[src/rtl/reconfig_pkg.sv]
package reconfig_pkg;

  // ---------------------------------------------------------------
  // Sizes
  // ---------------------------------------------------------------
  localparam int NUM_CH = 4;
  localparam int CH_W = 2;
  localparam int CODE_W = 5;
  localparam int PMA_DW = 16;
  localparam int ADDR_W = 8;
  localparam int FILE_WORDS = 8;
  localparam int FILE_AW = 3;

  // ---------------------------------------------------------------
  // Register map (byte addresses) and fields
  // ---------------------------------------------------------------
  localparam logic [ADDR_W-1:0] REG_CTRL = 8'h00;
  localparam logic [ADDR_W-1:0] REG_STATUS = 8'h04;
  localparam logic [ADDR_W-1:0] REG_IRQ_STAT = 8'h08;
  localparam logic [ADDR_W-1:0] REG_IRQ_MASK = 8'h0C;
  localparam logic [ADDR_W-1:0] REG_READBACK = 8'h10;

  localparam int CTRL_W = 4;
  localparam int CTRL_CHAN_MODE = 0;
  localparam int CTRL_SHARED = 1;
  localparam int CTRL_LOGICAL = 2;
  localparam int CTRL_ERRCHK = 3;
  localparam logic [CTRL_W-1:0] CTRL_RESET = 4'h8;

  localparam int IRQ_W = 3;
  localparam int IRQ_DONE = 0;
  localparam int IRQ_ERR = 1;
  localparam int IRQ_OC = 2;
  localparam logic [IRQ_W-1:0] IRQ_MASK_RESET = 3'h0;

  // ---------------------------------------------------------------
  // Transceiver-side register selects and timing
  // ---------------------------------------------------------------
  localparam logic [1:0] PMA_SEL_PREEMP = 2'h1;
  localparam logic [1:0] PMA_SEL_OC = 2'h2;
  localparam logic [1:0] PMA_SEL_FILE = 2'h3;
  localparam logic [1:0] ERR_CYCLES = 2'h2;

  typedef enum logic [2:0] {
    ST_PWR = 3'b000,
    ST_OC = 3'b001,
    ST_IDLE = 3'b010,
    ST_WR = 3'b011,
    ST_RD = 3'b100,
    ST_FILE = 3'b101,
    ST_ERR = 3'b110
  } ctl_state_t;

  // Legal pre-emphasis codes; everything else is not applicable
  function automatic logic preemp_ok(input logic [CODE_W-1:0] code);
    unique case (code)
      5'h00, 5'h01, 5'h05, 5'h09, 5'h0D: preemp_ok = 1'b1;
      5'h10, 5'h11, 5'h12, 5'h13, 5'h14, 5'h15: preemp_ok = 1'b1;
      default: preemp_ok = 1'b0;
    endcase
  endfunction : preemp_ok

endpackage : reconfig_pkg

[src/rtl/pma_access.sv]
`timescale 1ns/1ns
module pma_access
  import reconfig_pkg::*;
(
  // Clock and reset
  input wire logic i_clk,
  input wire logic i_rst,
  // Command from the controller
  input wire logic i_start,
  input wire logic i_we,
  input wire logic [CH_W-1:0] i_chan,
  input wire logic [1:0] i_sel,
  input wire logic [PMA_DW-1:0] i_wdata,
  output logic o_idle,
  output logic o_done,
  output logic [PMA_DW-1:0] o_rdata,
  // Transceiver access port
  output logic o_pma_req,
  output logic o_pma_we,
  output logic [CH_W-1:0] o_pma_chan,
  output logic [1:0] o_pma_sel,
  output logic [PMA_DW-1:0] o_pma_wdata,
  input wire logic i_pma_ack,
  input wire logic [PMA_DW-1:0] i_pma_rdata
);
  import reconfig_pkg::*;

  wire take = i_start & ~o_pma_req;
  wire fin = o_pma_req & i_pma_ack;

  assign o_idle = ~o_pma_req;

  // Request stays up with steady fields until the transceiver acks
  always_ff @(posedge i_clk or posedge i_rst) begin
    if (i_rst) begin
      o_pma_req <= 1'b0;
      o_pma_we <= 1'b0;
      o_pma_chan <= '0;
      o_pma_sel <= 2'h0;
      o_pma_wdata <= '0;
      o_done <= 1'b0;
      o_rdata <= '0;
    end else begin
      o_done <= fin;
      if (take) begin
        o_pma_req <= 1'b1;
        o_pma_we <= i_we;
        o_pma_chan <= i_chan;
        o_pma_sel <= i_sel;
        o_pma_wdata <= i_wdata;
      end else if (fin) begin
        o_pma_req <= 1'b0;
      end
      if (fin) begin
        o_rdata <= i_pma_rdata;
      end
    end
  end

endmodule : pma_access

[src/rtl/irq_status.sv]
`timescale 1ns/1ns
module irq_status
  import reconfig_pkg::*;
(
  // Clock and reset
  input wire logic i_clk,
  input wire logic i_rst,
  // Events and software access
  input wire logic [IRQ_W-1:0] i_set,
  input wire logic i_clr_wr,
  input wire logic [IRQ_W-1:0] i_clr_bits,
  input wire logic [IRQ_W-1:0] i_mask,
  // Status and interrupt
  output logic [IRQ_W-1:0] o_stat,
  output logic o_irq
);
  import reconfig_pkg::*;

  wire [IRQ_W-1:0] clr = i_clr_wr ? i_clr_bits : '0;
  // Set wins over a write-one-to-clear in the same cycle
  wire [IRQ_W-1:0] stat_d = (o_stat & ~clr) | i_set;

  always_ff @(posedge i_clk or posedge i_rst) begin
    if (i_rst) begin
      o_stat <= '0;
    end else begin
      o_stat <= stat_d;
    end
  end

  assign o_irq = |(o_stat & i_mask);

endmodule : irq_status

[src/rtl/analog_reconfig.sv]
// Added by the designer: the APB slave port and the address map.
`timescale 1ns/1ns
// Contract
// - In analog mode busy stays high for the whole of a read or write transaction.
// - In channel mode busy stays high while the channel file is written to the channel.
// - A read is honoured only in analog mode.
// - Read-back outputs are meaningful only while read-valid is high.
// - The read-valid output exists whenever a read-back port exists.
// - An unsupported operation drops busy and raises error for two cycles, when checks are on.
// - The pre-emphasis input value is written into the transmit pre-emphasis register.
// - With shared control or logical addressing the pre-emphasis input is one 5-bit field.
// - Otherwise each channel has its own 5-bit pre-emphasis field.
// - Only the listed pre-emphasis codes are legal, 00000 meaning disabled.
// - After power-up busy is low one cycle, then high during offset cancellation.
module analog_reconfig
  import reconfig_pkg::*;
(
  // Clock and reset
  input wire logic i_clk,
  input wire logic i_rst,
  // APB slave
  input wire logic i_psel,
  input wire logic i_penable,
  input wire logic i_pwrite,
  input wire logic [ADDR_W-1:0] i_paddr,
  input wire logic [31:0] i_pwdata,
  output logic [31:0] o_prdata,
  output logic o_pready,
  output logic o_pslverr,
  output logic o_irq,
  // Fabric control port
  input wire logic i_read,
  input wire logic i_write,
  input wire logic [CH_W-1:0] i_lchan,
  input wire logic [NUM_CH*CODE_W-1:0] i_tx_preemp,
  output logic o_busy,
  output logic o_data_valid,
  output logic o_error,
  output logic [NUM_CH*CODE_W-1:0] o_tx_preemp_out,
  // Channel file source
  output logic [FILE_AW-1:0] o_file_addr,
  input wire logic [PMA_DW-1:0] i_file_data,
  // Transceiver access port
  output logic o_pma_req,
  output logic o_pma_we,
  output logic [CH_W-1:0] o_pma_chan,
  output logic [1:0] o_pma_sel,
  output logic [PMA_DW-1:0] o_pma_wdata,
  input wire logic i_pma_ack,
  input wire logic [PMA_DW-1:0] i_pma_rdata
);
  import reconfig_pkg::*;

  // ---------------------------------------------------------------
  // Helpers
  // ---------------------------------------------------------------
  // One field for all channels in shared or logical mode, else one each
  function automatic logic [CODE_W-1:0] pick_code(
    input logic [NUM_CH*CODE_W-1:0] vec,
    input logic [CH_W-1:0] ch,
    input logic single
  );
    pick_code = single ? vec[CODE_W-1:0] : vec[ch*CODE_W +: CODE_W];
  endfunction : pick_code

  function automatic logic all_ok(
    input logic [NUM_CH*CODE_W-1:0] vec,
    input logic single
  );
    logic ok;
    ok = 1'b1;
    for (int c = 0; c < NUM_CH; c++) begin
      ok = ok & preemp_ok(pick_code(vec, CH_W'(c), single));
    end
    all_ok = ok;
  endfunction : all_ok

  // ---------------------------------------------------------------
  // Registers
  // ---------------------------------------------------------------
  ctl_state_t state_q, state_d;
  logic [CTRL_W-1:0] ctrl_q;
  logic [IRQ_W-1:0] mask_q;
  logic [CH_W-1:0] chan_q;
  logic [FILE_AW-1:0] word_q;
  logic wait_q;
  logic [1:0] err_cnt_q;
  logic [NUM_CH*CODE_W-1:0] preemp_q;
  logic [NUM_CH*CODE_W-1:0] rb_q;
  logic valid_q;
  logic [31:0] prdata_q;
  logic slverr_q;

  // ---------------------------------------------------------------
  // Control decode
  // ---------------------------------------------------------------
  wire chan_mode = ctrl_q[CTRL_CHAN_MODE];
  wire logical = ctrl_q[CTRL_LOGICAL];
  wire single = ctrl_q[CTRL_SHARED] | logical;
  wire errchk = ctrl_q[CTRL_ERRCHK];
  wire idle = (state_q == ST_IDLE);

  // Requests outside idle are dropped; the user is to wait for busy and error both low
  wire rd_req = idle & i_read;
  wire wr_req = idle & i_write;
  wire rd_bad = rd_req & chan_mode;
  wire wr_bad = wr_req & ~chan_mode & ~all_ok(i_tx_preemp, single);
  wire go_err = errchk & (rd_bad | wr_bad);
  wire go_rd = rd_req & ~chan_mode & ~go_err;
  wire go_wr = wr_req & ~chan_mode & ~go_err;
  wire go_file = wr_req & chan_mode;

  // In analog mode logical addressing touches one channel, otherwise all of them
  wire [CH_W-1:0] first_ch = logical ? i_lchan : '0;
  wire last_ch = logical | (chan_q == CH_W'(NUM_CH - 1));
  wire last_word = (word_q == FILE_AW'(FILE_WORDS - 1));

  // ---------------------------------------------------------------
  // Transceiver access sequencing
  // ---------------------------------------------------------------
  wire working = (state_q == ST_OC) | (state_q == ST_WR) | (state_q == ST_RD)
               | (state_q == ST_FILE);
  wire seq_idle;
  wire seq_done;
  wire [PMA_DW-1:0] seq_rdata;
  wire seq_start = working & seq_idle & ~wait_q;
  wire seq_we = (state_q != ST_RD);
  wire [1:0] seq_sel = (state_q == ST_OC) ? PMA_SEL_OC :
                       (state_q == ST_FILE) ? PMA_SEL_FILE : PMA_SEL_PREEMP;
  wire [CODE_W-1:0] cur_code = pick_code(preemp_q, chan_q, single);
  wire [PMA_DW-1:0] seq_wdata = (state_q == ST_FILE) ? i_file_data :
                                PMA_DW'(cur_code);
  wire step_last = (state_q == ST_FILE) ? last_word : last_ch;

  pma_access u_pma (
    .i_clk(i_clk),
    .i_rst(i_rst),
    .i_start(seq_start),
    .i_we(seq_we),
    .i_chan(chan_q),
    .i_sel(seq_sel),
    .i_wdata(seq_wdata),
    .o_idle(seq_idle),
    .o_done(seq_done),
    .o_rdata(seq_rdata),
    .o_pma_req(o_pma_req),
    .o_pma_we(o_pma_we),
    .o_pma_chan(o_pma_chan),
    .o_pma_sel(o_pma_sel),
    .o_pma_wdata(o_pma_wdata),
    .i_pma_ack(i_pma_ack),
    .i_pma_rdata(i_pma_rdata)
  );

  // ---------------------------------------------------------------
  // Main state machine
  // ---------------------------------------------------------------
  always_comb begin
    state_d = state_q;
    unique case (state_q)
      ST_PWR: state_d = ST_OC;
      ST_IDLE: begin
        if (go_err) begin
          state_d = ST_ERR;
        end else if (go_rd) begin
          state_d = ST_RD;
        end else if (go_wr) begin
          state_d = ST_WR;
        end else if (go_file) begin
          state_d = ST_FILE;
        end
      end
      ST_ERR: begin
        if (err_cnt_q == 2'h1) begin
          state_d = ST_IDLE;
        end
      end
      default: begin
        if (seq_done & step_last) begin
          state_d = ST_IDLE;
        end
      end
    endcase
  end

  wire finish = working & seq_done & step_last;

  always_ff @(posedge i_clk or posedge i_rst) begin
    if (i_rst) begin
      state_q <= ST_PWR;
      wait_q <= 1'b0;
      chan_q <= '0;
      word_q <= '0;
      err_cnt_q <= 2'h0;
    end else begin
      state_q <= state_d;
      wait_q <= working & ~seq_done & (wait_q | seq_start);
      if (state_q == ST_PWR | idle) begin
        chan_q <= idle ? first_ch : '0;
        word_q <= '0;
      end else if (seq_done & ~step_last) begin
        chan_q <= chan_q + CH_W'(1);
        word_q <= word_q + FILE_AW'(1);
      end
      err_cnt_q <= go_err ? ERR_CYCLES : (err_cnt_q - {1'b0, |err_cnt_q});
    end
  end

  // Busy spans offset cancellation, transactions and file writes
  assign o_busy = working;
  // Error state forces busy low for exactly two cycles
  assign o_error = (state_q == ST_ERR);
  assign o_file_addr = word_q;

  // ---------------------------------------------------------------
  // Pre-emphasis capture and read-back
  // ---------------------------------------------------------------
  always_ff @(posedge i_clk or posedge i_rst) begin
    if (i_rst) begin
      preemp_q <= '0;
      rb_q <= '0;
      valid_q <= 1'b0;
    end else begin
      if (go_wr | (wr_req & ~chan_mode & ~errchk)) begin
        preemp_q <= i_tx_preemp;
      end
      if ((state_q == ST_RD) & seq_done) begin
        rb_q[chan_q*CODE_W +: CODE_W] <= seq_rdata[CODE_W-1:0];
      end
      // Read-back fields are only promised while this pulse is high
      valid_q <= (state_q == ST_RD) & finish;
    end
  end

  assign o_data_valid = valid_q;
  assign o_tx_preemp_out = rb_q;

  // ---------------------------------------------------------------
  // Interrupts
  // ---------------------------------------------------------------
  wire oc_end = (state_q == ST_OC) & finish;
  wire [IRQ_W-1:0] irq_set;
  wire [IRQ_W-1:0] irq_stat;
  assign irq_set[IRQ_DONE] = finish & ~(state_q == ST_OC);
  assign irq_set[IRQ_ERR] = go_err;
  assign irq_set[IRQ_OC] = oc_end;

  // ---------------------------------------------------------------
  // APB slave
  // ---------------------------------------------------------------
  // Data is looked up in the setup cycle so the access phase needs no wait
  wire setup = i_psel & ~i_penable;
  wire wr_acc = i_psel & i_penable & i_pwrite;
  wire hit_ctrl = (i_paddr == REG_CTRL);
  wire hit_stat = (i_paddr == REG_STATUS);
  wire hit_irq = (i_paddr == REG_IRQ_STAT);
  wire hit_mask = (i_paddr == REG_IRQ_MASK);
  wire hit_rb = (i_paddr == REG_READBACK);
  wire mapped = hit_ctrl | hit_stat | hit_irq | hit_mask | hit_rb;
  wire [31:0] status_word = {28'h0, valid_q, o_error, o_busy, ~working & ~(state_q == ST_PWR)};
  wire [31:0] rd_mux = hit_ctrl ? {28'h0, ctrl_q} :
                       hit_stat ? status_word :
                       hit_irq ? {29'h0, irq_stat} :
                       hit_mask ? {29'h0, mask_q} :
                       hit_rb ? {12'h0, rb_q} : 32'h0;

  irq_status u_irq (
    .i_clk(i_clk),
    .i_rst(i_rst),
    .i_set(irq_set),
    .i_clr_wr(wr_acc & hit_irq & ~slverr_q),
    .i_clr_bits(i_pwdata[IRQ_W-1:0]),
    .i_mask(mask_q),
    .o_stat(irq_stat),
    .o_irq(o_irq)
  );

  always_ff @(posedge i_clk or posedge i_rst) begin
    if (i_rst) begin
      ctrl_q <= CTRL_RESET;
      mask_q <= IRQ_MASK_RESET;
      prdata_q <= 32'h0;
      slverr_q <= 1'b0;
    end else begin
      if (setup) begin
        prdata_q <= i_pwrite ? 32'h0 : rd_mux;
        slverr_q <= ~mapped;
      end
      // Mode changes mid-transaction would corrupt the loop, so writes outside idle are dropped
      if (wr_acc & hit_ctrl & idle) begin
        ctrl_q <= i_pwdata[CTRL_W-1:0];
      end
      if (wr_acc & hit_mask) begin
        mask_q <= i_pwdata[IRQ_W-1:0];
      end
    end
  end

  assign o_pready = 1'b1;
  assign o_prdata = prdata_q;
  assign o_pslverr = slverr_q & i_psel & i_penable;

endmodule : analog_reconfig

[config.mk]
export PLATFORM = sky130hd
export DESIGN_NAME = analog_reconfig
export DESIGN_NICKNAME = d
export VERILOG_FILES = /design/src/rtl/reconfig_pkg.sv /design/src/rtl/pma_access.sv /design/src/rtl/irq_status.sv /design/src/rtl/analog_reconfig.sv
export SDC_FILE = /design/constraint.sdc
export NUM_CORES = 1
export LEC_CHECK = 0
export BUFFER_PORTS_ARGS = -buffer_cell sky130_fd_sc_hd__buf_2
export CAP_MARGIN = 20
export CORE_MARGIN = 5
export CORE_UTILIZATION = 52
export DETAILED_ROUTE_END_ITERATION = 12
export PLACE_DENSITY_LB_ADDON = 0.3
export SLEW_MARGIN = 40
export SYNTH_ARGS = -nofsm -noshare
export SYNTH_HDL_FRONTEND = slang
export SYNTH_HIERARCHICAL = 1
export SYNTH_SLANG_ARGS = --single-unit
[constraint.sdc]
create_clock -name i_clk -period 2.75 [get_ports i_clk]
set_input_delay 0.4125 -clock i_clk [delete_from_list [all_inputs] [get_ports i_clk]]
set_output_delay 0.4125 -clock i_clk [all_outputs]
set_load 0.02 [all_outputs]
After elaboration in Yosys (flattened, before gate mapping)
Memory sizes are Yosys's and may differ from the RTL's.
Index checks and enable logic that the tools add are counted.
{ "word_totals": {"in_bits": 102, "output_inout_bits": 83, "romBits": 128, "memories": 4, "latch_bits": 0, "mem_bits_rw": 0, "register_bits": 123} }
{ "op_classes": {"n_eq_ne": 16, "div": 0, "n_reduce_logical": 8, "order_cmp": 0, "mul": 1, "bitwise": 70, "addsub": 4, "shifts": 3, "mux": 32} }
{ "memory_table": {"columns": ["memory", "depth", "width", "read_ports", "rd_clocked_by_memory_dff", "write_ports", "line", "source"], "rows": [
  ["(no name shown)", 32, 1, 1, 0, 0, "reconfig_pkg.sv:56", "unique case (code)"],
  ["(no name shown)", 32, 1, 1, 0, 0, "reconfig_pkg.sv:56", null],
  ["(no name shown)", 32, 1, 1, 0, 0, "reconfig_pkg.sv:56", null],
  ["(no name shown)", 32, 1, 1, 0, 0, "reconfig_pkg.sv:56", null]
]} }
{ "ops": {"columns": ["operator", "count"], "rows": [
  ["2-to-1 mux 20 bit", 6],
  ["bitwise AND 1 bit", 39],
  ["negator 5 -> 34 bit", 1],
  ["variable shift 5 x 34 -> 20 bit (first input constant)", 1],
  ["variable part select 5 x 34 -> 20 bit", 1],
  ["2-to-1 mux 3 bit", 9],
  ["bitwise mux 20 bit", 1],
  ["2-to-1 mux 5 bit", 4],
  ["variable part select 20 x 6 -> 5 bit", 1],
  ["== test 8 x 4 -> 1 bit (second input constant)", 2],
  ["2-to-1 mux 16 bit", 1],
  ["2-to-1 mux 2 bit", 7],
  ["NOT 1 bit", 14],
  ["bitwise OR 1 bit", 13],
  ["== test 3 bit (second input constant)", 4],
  ["one-hot mux 3 bit (3 select lines)", 1],
  ["== test 8 x 3 -> 1 bit (second input constant)", 1],
  ["== test 8 x 5 -> 1 bit (second input constant)", 1],
  ["logical NOT 8 bit", 1],
  ["bitwise AND 3 bit", 2],
  ["== test 3 x 2 -> 1 bit (second input constant)", 2],
  ["multiplier 2 x 3 -> 5 bit (second input constant)", 1],
  ["inequality test 5 x 1 -> 1 bit (second input constant)", 1],
  ["nonzero test 2 bit", 2],
  ["other kinds (16)", 18]
]} }

Longest topological paths before layout
Gate-level depths: netlist of the first run.
An unclocked memory read counts as a cell.
{ "depth": {"depth_word": 16, "ltp_mapped": 8, "depth_no_buf": 7} }

Modules after synthesis
The synthesis of the first run kept the hierarchy.
{ "modules_own_cells": {"columns": ["mod", "area_per_inst_um2", "seq_area_each_um2", "n_inst", "cells_each"], "rows": [
  ["analog_reconfig", 4294.1, 2003.2, 1, 470],
  ["pma_access", 1486.4, 975.9, 1, 85],
  ["irq_status", 126.4, 75.1, 1, 12]
]} }

Least setup slack after synthesis of the first run
Ideal clock, no wire load.
{ "synth_timing": {"path_kind": "register to register", "startpoint": "register chan_q[1]", "endpoint": "register rb_q[10], in the netlist o_tx_preemp_out[10]", "n_path_buf": 2, "path_stages_with_launch": 8, "synth_period_minus_slack_ns": 1.978, "slack_ns": 0.772, "arrival_ns": 1.895, "cell_sequence": "dfrtp_1 > clkbuf_1 > inv_1 > ha_1 > clkbuf_1 > nor3b_1 > nand2_1 > o21ai_0"} }
{ "synth_between": {"elab_chain_len": 4, "elab_cells_between_ends": 5, "cone_classes": "add/sub: 1; mul: 1; shift: 2; mux: 1"} }
{ "synth_rtl": {"columns": ["item", "line", "source"], "rows": [
  ["start: declaration", "analog_reconfig.sv:84", "logic [CH_W-1:0] chan_q;"],
  ["start signal: assignment", "analog_reconfig.sv:199", "chan_q <= idle ? first_ch : '0;"],
  ["start signal: assignment", "analog_reconfig.sv:202", "chan_q <= chan_q + CH_W'(1);"],
  ["multiplier 2 x 3 -> 5 bit (*)", "analog_reconfig.sv:228", "rb_q[chan_q*CODE_W +: CODE_W] <= seq_rdata[CODE_W-1:0];"],
  ["negator 5 -> 34 bit (*)", "analog_reconfig.sv:228", null],
  ["variable part select 5 x 34 -> 20 bit / variable shift 5 x 34 -> 20 bit (equally long branches)", "analog_reconfig.sv:228", null],
  ["bitwise mux 20 bit (*)", "analog_reconfig.sv:228", null],
  ["end signal: indexed assignment", "analog_reconfig.sv:228", null],
  ["end: declaration", "analog_reconfig.sv:89", "logic [NUM_CH*CODE_W-1:0] rb_q;"]
]} }
Every way passes the cells marked *; elsewhere a longest branch is shown, timed or not.
A chain may end at the register's enable or synchronous reset.

Final worst setup path of the first run
{ "layout_timing": {"startpoint": "register ctrl_q[1]", "endpoint": "register preemp_q[10]"} }
{ "layout_between": {"elab_chain_len": 13, "elab_cells_between_ends": 17, "cone_classes": "mux: 3; bitwise: 11; memory: 3"} }
{ "layout_rtl": {"columns": ["item", "line", "source"], "rows": [
  ["start: declaration", "analog_reconfig.sv:82", "logic [CTRL_W-1:0] ctrl_q;"],
  ["start signal: assignment", "analog_reconfig.sv:291", "ctrl_q <= i_pwdata[CTRL_W-1:0];"],
  ["bitwise OR 1 bit (*)", "analog_reconfig.sv:99", "wire single = ctrl_q[CTRL_SHARED] | logical;"],
  ["2-to-1 mux 5 bit", "analog_reconfig.sv:63", "pick_code = single ? vec[CODE_W-1:0] : vec[ch*CODE_W +: CODE_W];"],
  ["memory read (32 x 1 bit)", null, null],
  ["bitwise AND 1 bit (2 in series)", "analog_reconfig.sv:73", "ok = ok & preemp_ok(pick_code(vec, CH_W'(c), single));"],
  ["bitwise AND 1 bit (*)", "analog_reconfig.sv:73", null],
  ["NOT 1 bit (*)", "analog_reconfig.sv:107", "wire wr_bad = wr_req & ~chan_mode & ~all_ok(i_tx_preemp, single);"],
  ["bitwise AND 1 bit (*)", "analog_reconfig.sv:107", null],
  ["bitwise OR 1 bit (*)", "analog_reconfig.sv:108", "wire go_err = errchk & (rd_bad | wr_bad);"],
  ["bitwise AND 1 bit (*)", "analog_reconfig.sv:108", null],
  ["NOT 1 bit (*)", "analog_reconfig.sv:110", "wire go_wr = wr_req & ~chan_mode & ~go_err;"],
  ["bitwise AND 1 bit (*)", "analog_reconfig.sv:110", null],
  ["bitwise OR 1 bit (*)", "analog_reconfig.sv:224", "if (go_wr | (wr_req & ~chan_mode & ~errchk)) begin"],
  ["end signal: assignment", "analog_reconfig.sv:225", "preemp_q <= i_tx_preemp;"],
  ["end: declaration", "analog_reconfig.sv:88", "logic [NUM_CH*CODE_W-1:0] preemp_q;"]
]} }
Marked as above.

==> reports/qor.txt, run 1 <==
I/O Buffers = 132
Setup crit end = preemp_q[10]$_DFFE_PP0P_
DR vias/cell = 5.56
Length of the first detailed-routing pass in iterations = 5
Number of global-route vias before repair = 4585
Final TNS setup = 0 ns
Core area = 10300 um2
DR DRC count = 0
Tot GR Track Use = 21.4%
Routed WL = 13400 um
Fin. Hold Viols = 0
Worst skew pair latency = 0.37 ns
# clock sinks = 111
Htree depth = 3
R2R Setup Slk = 0.50 ns
Min-Delay Path Class = input pin to flip-flop
WL/cell = 16.5 um
Row Count = 37
Die H = 113 um
Worst path buffer plus inverter count = 1
Critical path depth = 6
DR iter-0 viols = 330
CTS tree = yes
Fin crit period = 2.25 ns
CTS Buf Count = 9
Measured slew at the worst slew-check pin = 0.643 ns
Register area = 2780 um2
Clock Skew = 0.0107 ns
Crit path launch = ctrl_q[1]$_DFFE_PP0P_
Crit path max-delay family = simple AND/OR/NAND/NOR gates
Reg-to-Reg End = preemp_q[10]$_DFFE_PP0P_
Worst-case reg-to-reg path depth = 6
Setup Viol. Count Final = 0
Maximum vdd drop = 0.530 mV
Largest net degree at the start of global routing = 29
Status = finished clean
Avg Cell Area, Syn = 10.1 um2
Critical path startpoint category = flip-flop
Mapped cell area = 5490 um2
Post-DP HPWL = 10300 um
Period utilisation layout = 81.7%
Max-cap viol count = 0
Req. time, crit path = 3.00 ns
Most used cell, CP = o32ai_1
Die area = 12700 um2
WS Path Type = flip-flop to flip-flop
FF-to-FF Start = ctrl_q[1]$_DFFE_PP0P_
Reg clk slew, reported paths = 0.11 ns
Vias after detailed routing = 4528
Fin util = 62.4%
Crit end category = flip-flop
Critical path, cell by cell = nor2_1 -> a221oi_1 -> o32ai_1 -> and4_1 -> buf_4 -> o32ai_1
# fillers = 903
Area delta synth->final = 17.3%
RSZ-0062 raised after global routing = no
Diode count = 0
CTS Buffer Depth = 2
GRT Residual Overflow = 0
Critical Path Max Stage Delay = 0.50 ns
Initial Util = 53.2%
Synthesized instance count = 545
Fmax = 445 MHz
Lkg Pwr = 3.34 nW
# IOs = 185
Multi-input logic area = 2390 um2
Pwr Density = 862 nW/um2
Max-slew violations = 0
Antenna Nets Post-Route = 0
Slew HR = 57.0%
YS warnings = 6
Initial antenna violation count = 0
CP max FO = 11
Share of cells above drive strength 1 = 31.0%
Root Buffer Master = clkbuf_8
Die width = 113 um
WP data arrival = 2.50 ns
Final #Nets = 783
Routability cong. = 0.878
First-pass GRT wire length = 22500 um
Slowest cell on crit path = dfrtp_1
[worst min path at each step]
stage                         start                           to  slack [ns]  depth (start not counted)
after floorplan               i_rst    u_irq/o_stat[0]$_DFF_PP0_        0.17                          1
after global placement        i_rst    u_irq/o_stat[0]$_DFF_PP0_        0.34                          2
after detailed placement      i_rst    u_irq/o_stat[0]$_DFF_PP0_        0.35                          2
after CTS                 i_pma_ack  u_pma/o_pma_req$_DFFE_PP0P_        0.22                          2
after global routing      i_pma_ack  u_pma/o_pma_req$_DFFE_PP0P_        0.22                          2
final                     i_pma_ack  u_pma/o_pma_req$_DFFE_PP0P_        0.23                          2
[report_power, final]
| group | internal [mW] | switching [mW] | leakage, nW |
|---|---|---|---|
| Combinational | 0.961 | 1.24 | 1.79 |
| Sequential | 2.06 | 0.357 | 1.46 |
| Clock | 0.367 | 0.572 | 0.0910 |
| Total | 3.39 | 2.17 | 3.34 |
[placed cells by master, fill, tap and decap left out, drive strengths merged, types with 2 or more instances in the layout]
cell	instances
a211oi	2
a21o	6
a21oi	17
a221oi	2
a22o	18
a22oi	6
a2bb2oi	2
a311o	2
a311oi	2
a31oi	2
and2	12
and3	5
buf	147
clkbuf	10
clkinv	2
clkinvlp	2
conb	13
dfrtp	110
ha	8
inv	36
mux2	37
mux2i	5
nand2	90
nand2b	7
nand3	13
nor2	19
nor2b	6
nor3	10
nor3b	5
o21ai	33
o21bai	3
o22ai	3
o32ai	21
or2	2
[layout make-up]
cell class | count | area share (%)
flip-flops and latches | 111 | 43.1
clock buffers | 10 | 2.14
multi-input cells | 369 | 37.2
inverters | 34 | 1.98
clock inverters | 6 | 0.815
well taps | 136 | 2.64
repair buffers | 148 | 12.2
[through the flow]
stage	power, mW	instances	instance area (um2)	hold WS (ns)	worst slack, ns
floorplan	3.98	556	5530	0.166	0.287
global placement	4.56	797	6240	0.337	0.625
detailed placement	4.65	797	6240	0.346	0.548
CTS	5.60	814	6440	0.218	0.546
global route	5.95	814	6440	0.223	0.333
finish	5.56	814	6440	0.233	0.504
[layer usage]
layer	GRT usage, %	wire, um	vias to the layer above
met1	29.2	5770	2174
met3	3.64	989	23
li1	-	-	2152
met2	34.8	6420	179
met4	7.05	240	0
met5	0	0	-
[sequential cells by signal, indices dropped and copies added (netlist names), 2 cells and up]
signal and cells:
o_tx_preemp_out 20, u_irq/o_stat 3, mask_q 3, ctrl_q 4, u_pma/o_pma_chan 2, chan_q 2
u_pma/o_pma_sel 2, err_cnt_q 2, state_q 3, o_file_addr 3, u_pma/o_rdata 5, u_pma/o_pma_wdata 16
o_prdata 20, preemp_q 20
[repair_timing]
action / 4_1_cts / 5_1_grt
endpoints found under the hold margin: 3 / 0
buffers inserted: 0 / 0
resized for setup: 0 / 0
hold buffers: 1 / 0
(Power assumes the default switching activity.)
==> run 2: changes to the inputs <==
- clock period: 2.75 -> 2.1 ns (I/O delays scaled with it)
==> reports/qor.txt, run 2 (synthesis results as in run 1) <==
Hold EP = u_pma/o_pma_req$_DFFE_PP0P_
Slew HR = 60.6%
Vias after detailed routing = 4528
Pwr Density = 1150 nW/um2
RSZ-0062 raised after global routing = no
Commonest non-fill, non-tap cells in the layout = 132 x buf_2, 110 x dfrtp_1, 89 x nand2_1, 33 x inv_1, 32 x o21ai_0
Min-Delay Path Class = input pin to flip-flop
CTS Buffer Depth = 2
Measured slew at the worst slew-check pin = 0.590 ns
Period utilisation layout = 95.8%
Row Count = 37
Max-cap viol count = 0
Area delta synth->final = 19.7%
Worst-case reg-to-reg path depth = 6
Clock Skew = 0.0262 ns
Critical path startpoint category = flip-flop
# IOs = 185
Largest net degree at the start of global routing = 42
Hold Startpoint = i_pma_ack
Reg-to-Reg End = preemp_q[11]$_DFFE_PP0P_
Fin. Hold Viols = 0
Initial Util = 53.2%
Initial antenna violation count = 2
Maximum vdd drop = 0.693 mV
Post-DP HPWL = 10200 um
Crit end category = flip-flop
Number of global-route vias before repair = 4617
Multi-input logic area = 2400 um2
GRT Residual Overflow = 0
Die area = 12700 um2
Lkg Pwr = 3.41 nW
Diode count = 0
FF-to-FF Start = ctrl_q[1]$_DFFE_PP0P_
Htree depth = 3
I/O Buffers = 132
Setup Viol. Count Final = 0
WL/cell = 16.4 um
DR iter-0 viols = 297
Share of cells above drive strength 1 = 31.9%
Antenna Nets Post-Route = 0
Max-slew violations = 0
CP max FO = 20
Req. time, crit path = 2.35 ns
Reg clk slew, reported paths = 0.12 ns
Register area = 2780 um2
Setup Buffers After CTS = 0
# fillers = 882
Status = finished clean
Fin crit period = 2.01 ns
Most common cell after layout, fill and taps aside = buf_2
Final TNS setup = 0 ns
Final #Nets = 792
Core area = 10300 um2
Die width = 113 um
Tot GR Track Use = 21.4%
First-pass GRT wire length = 22400 um
Root Buffer Master = clkbuf_8
Length of the first detailed-routing pass in iterations = 5
Die H = 113 um
WP data arrival = 2.26 ns
DR DRC count = 0
Worst Hold Depth = 2
DR vias/cell = 5.50
Fin util = 63.7%
Fmax = 497 MHz
WS Path Type = flip-flop to flip-flop
CTS Buf Count = 9
Worst skew pair latency = 0.39 ns
R2R Setup Slk = 0.09 ns
# clock sinks = 111
Routability cong. = 0.954
Routed WL = 13500 um
CTS tree = yes
[run 2: layout make-up]
class / instances / area share [%]
clock inverters: 7 / 1.45
clock buffers: 9 / 1.88
inverters: 34 / 2.00
repair buffers: 157 / 13.4
flip-flops and latches: 111 / 42.3
well taps: 136 / 2.59
multi-input cells: 369 / 36.5
[run 2: critical path, stage by stage (launching register included)]
cell      delay, ns
dfrtp_1        0.51
o21a_1         0.26
a221oi_1       0.22
o32ai_1        0.19
a31oi_1        0.33
buf_6          0.25
o32ai_1        0.10
[run 2: metal layers]
| metal | GRT usage [%] | wire length, um |
|---|---|---|
| met4 | 6.01 | 175 |
| met2 | 36.3 | 6660 |
| met1 | 27.7 | 5680 |
| met3 | 4.87 | 977 |
| met5 | 0 | 27 |
[run 2: repair_timing]
| item | 4_1_cts | 5_1_grt |
|---|---|---|
| resized for setup | 0 | 2 |
| hold buffers | 1 | 0 |
| endpoints found under the setup margin | 0 | 12 |
| endpoints found under the hold margin | 3 | 0 |
[run 2: power by group]
group	internal [mW]	leakage, nW	total, mW	switching (mW)
clock network	0.592	0.111	1.40	0.811
logic	1.36	1.84	3.03	1.68
registers	2.69	1.46	3.11	0.419
[run 2: through the flow]
step                      total power [mW]  setup slack (ns)  instances  area [um2]  hold WS, ns
after global routing                  8.06           0.00632        823        6580        0.125
after global placement                6.09             0.187        806        6340        0.232
after floorplan                       5.21             0.122        556        5540       0.0686
after CTS                             7.61             0.112        823        6570        0.109
final                                 7.55            0.0884        823        6580        0.121
after detailed placement              6.20             0.134        806        6340        0.237
[run 2: worst max-delay path by stage]
stage / startpoint / to / slack [ns] / depth (start not counted)
3_3_place_gp: state_q[0]$_DFFE_PP0P_ / state_q[0]$_DFFE_PP0P_ / 0.19 / 4
2_1_floorplan: chan_q[1]$_DFFE_PP0P_ / o_tx_preemp_out[10]$_DFFE_PP0P_ / 0.12 / 7
4_1_cts: ctrl_q[1]$_DFFE_PP0P_ / preemp_q[10]$_DFFE_PP0P_ / 0.11 / 5
5_1_grt: ctrl_q[1]$_DFFE_PP0P_ / preemp_q[11]$_DFFE_PP0P_ / 0.006 / 6
6_report: ctrl_q[1]$_DFFE_PP0P_ / preemp_q[11]$_DFFE_PP0P_ / 0.09 / 6
3_5_place_dp: ctrl_q[1]$_DFFE_PP0P_ / preemp_q[10]$_DFFE_PP0P_ / 0.13 / 6
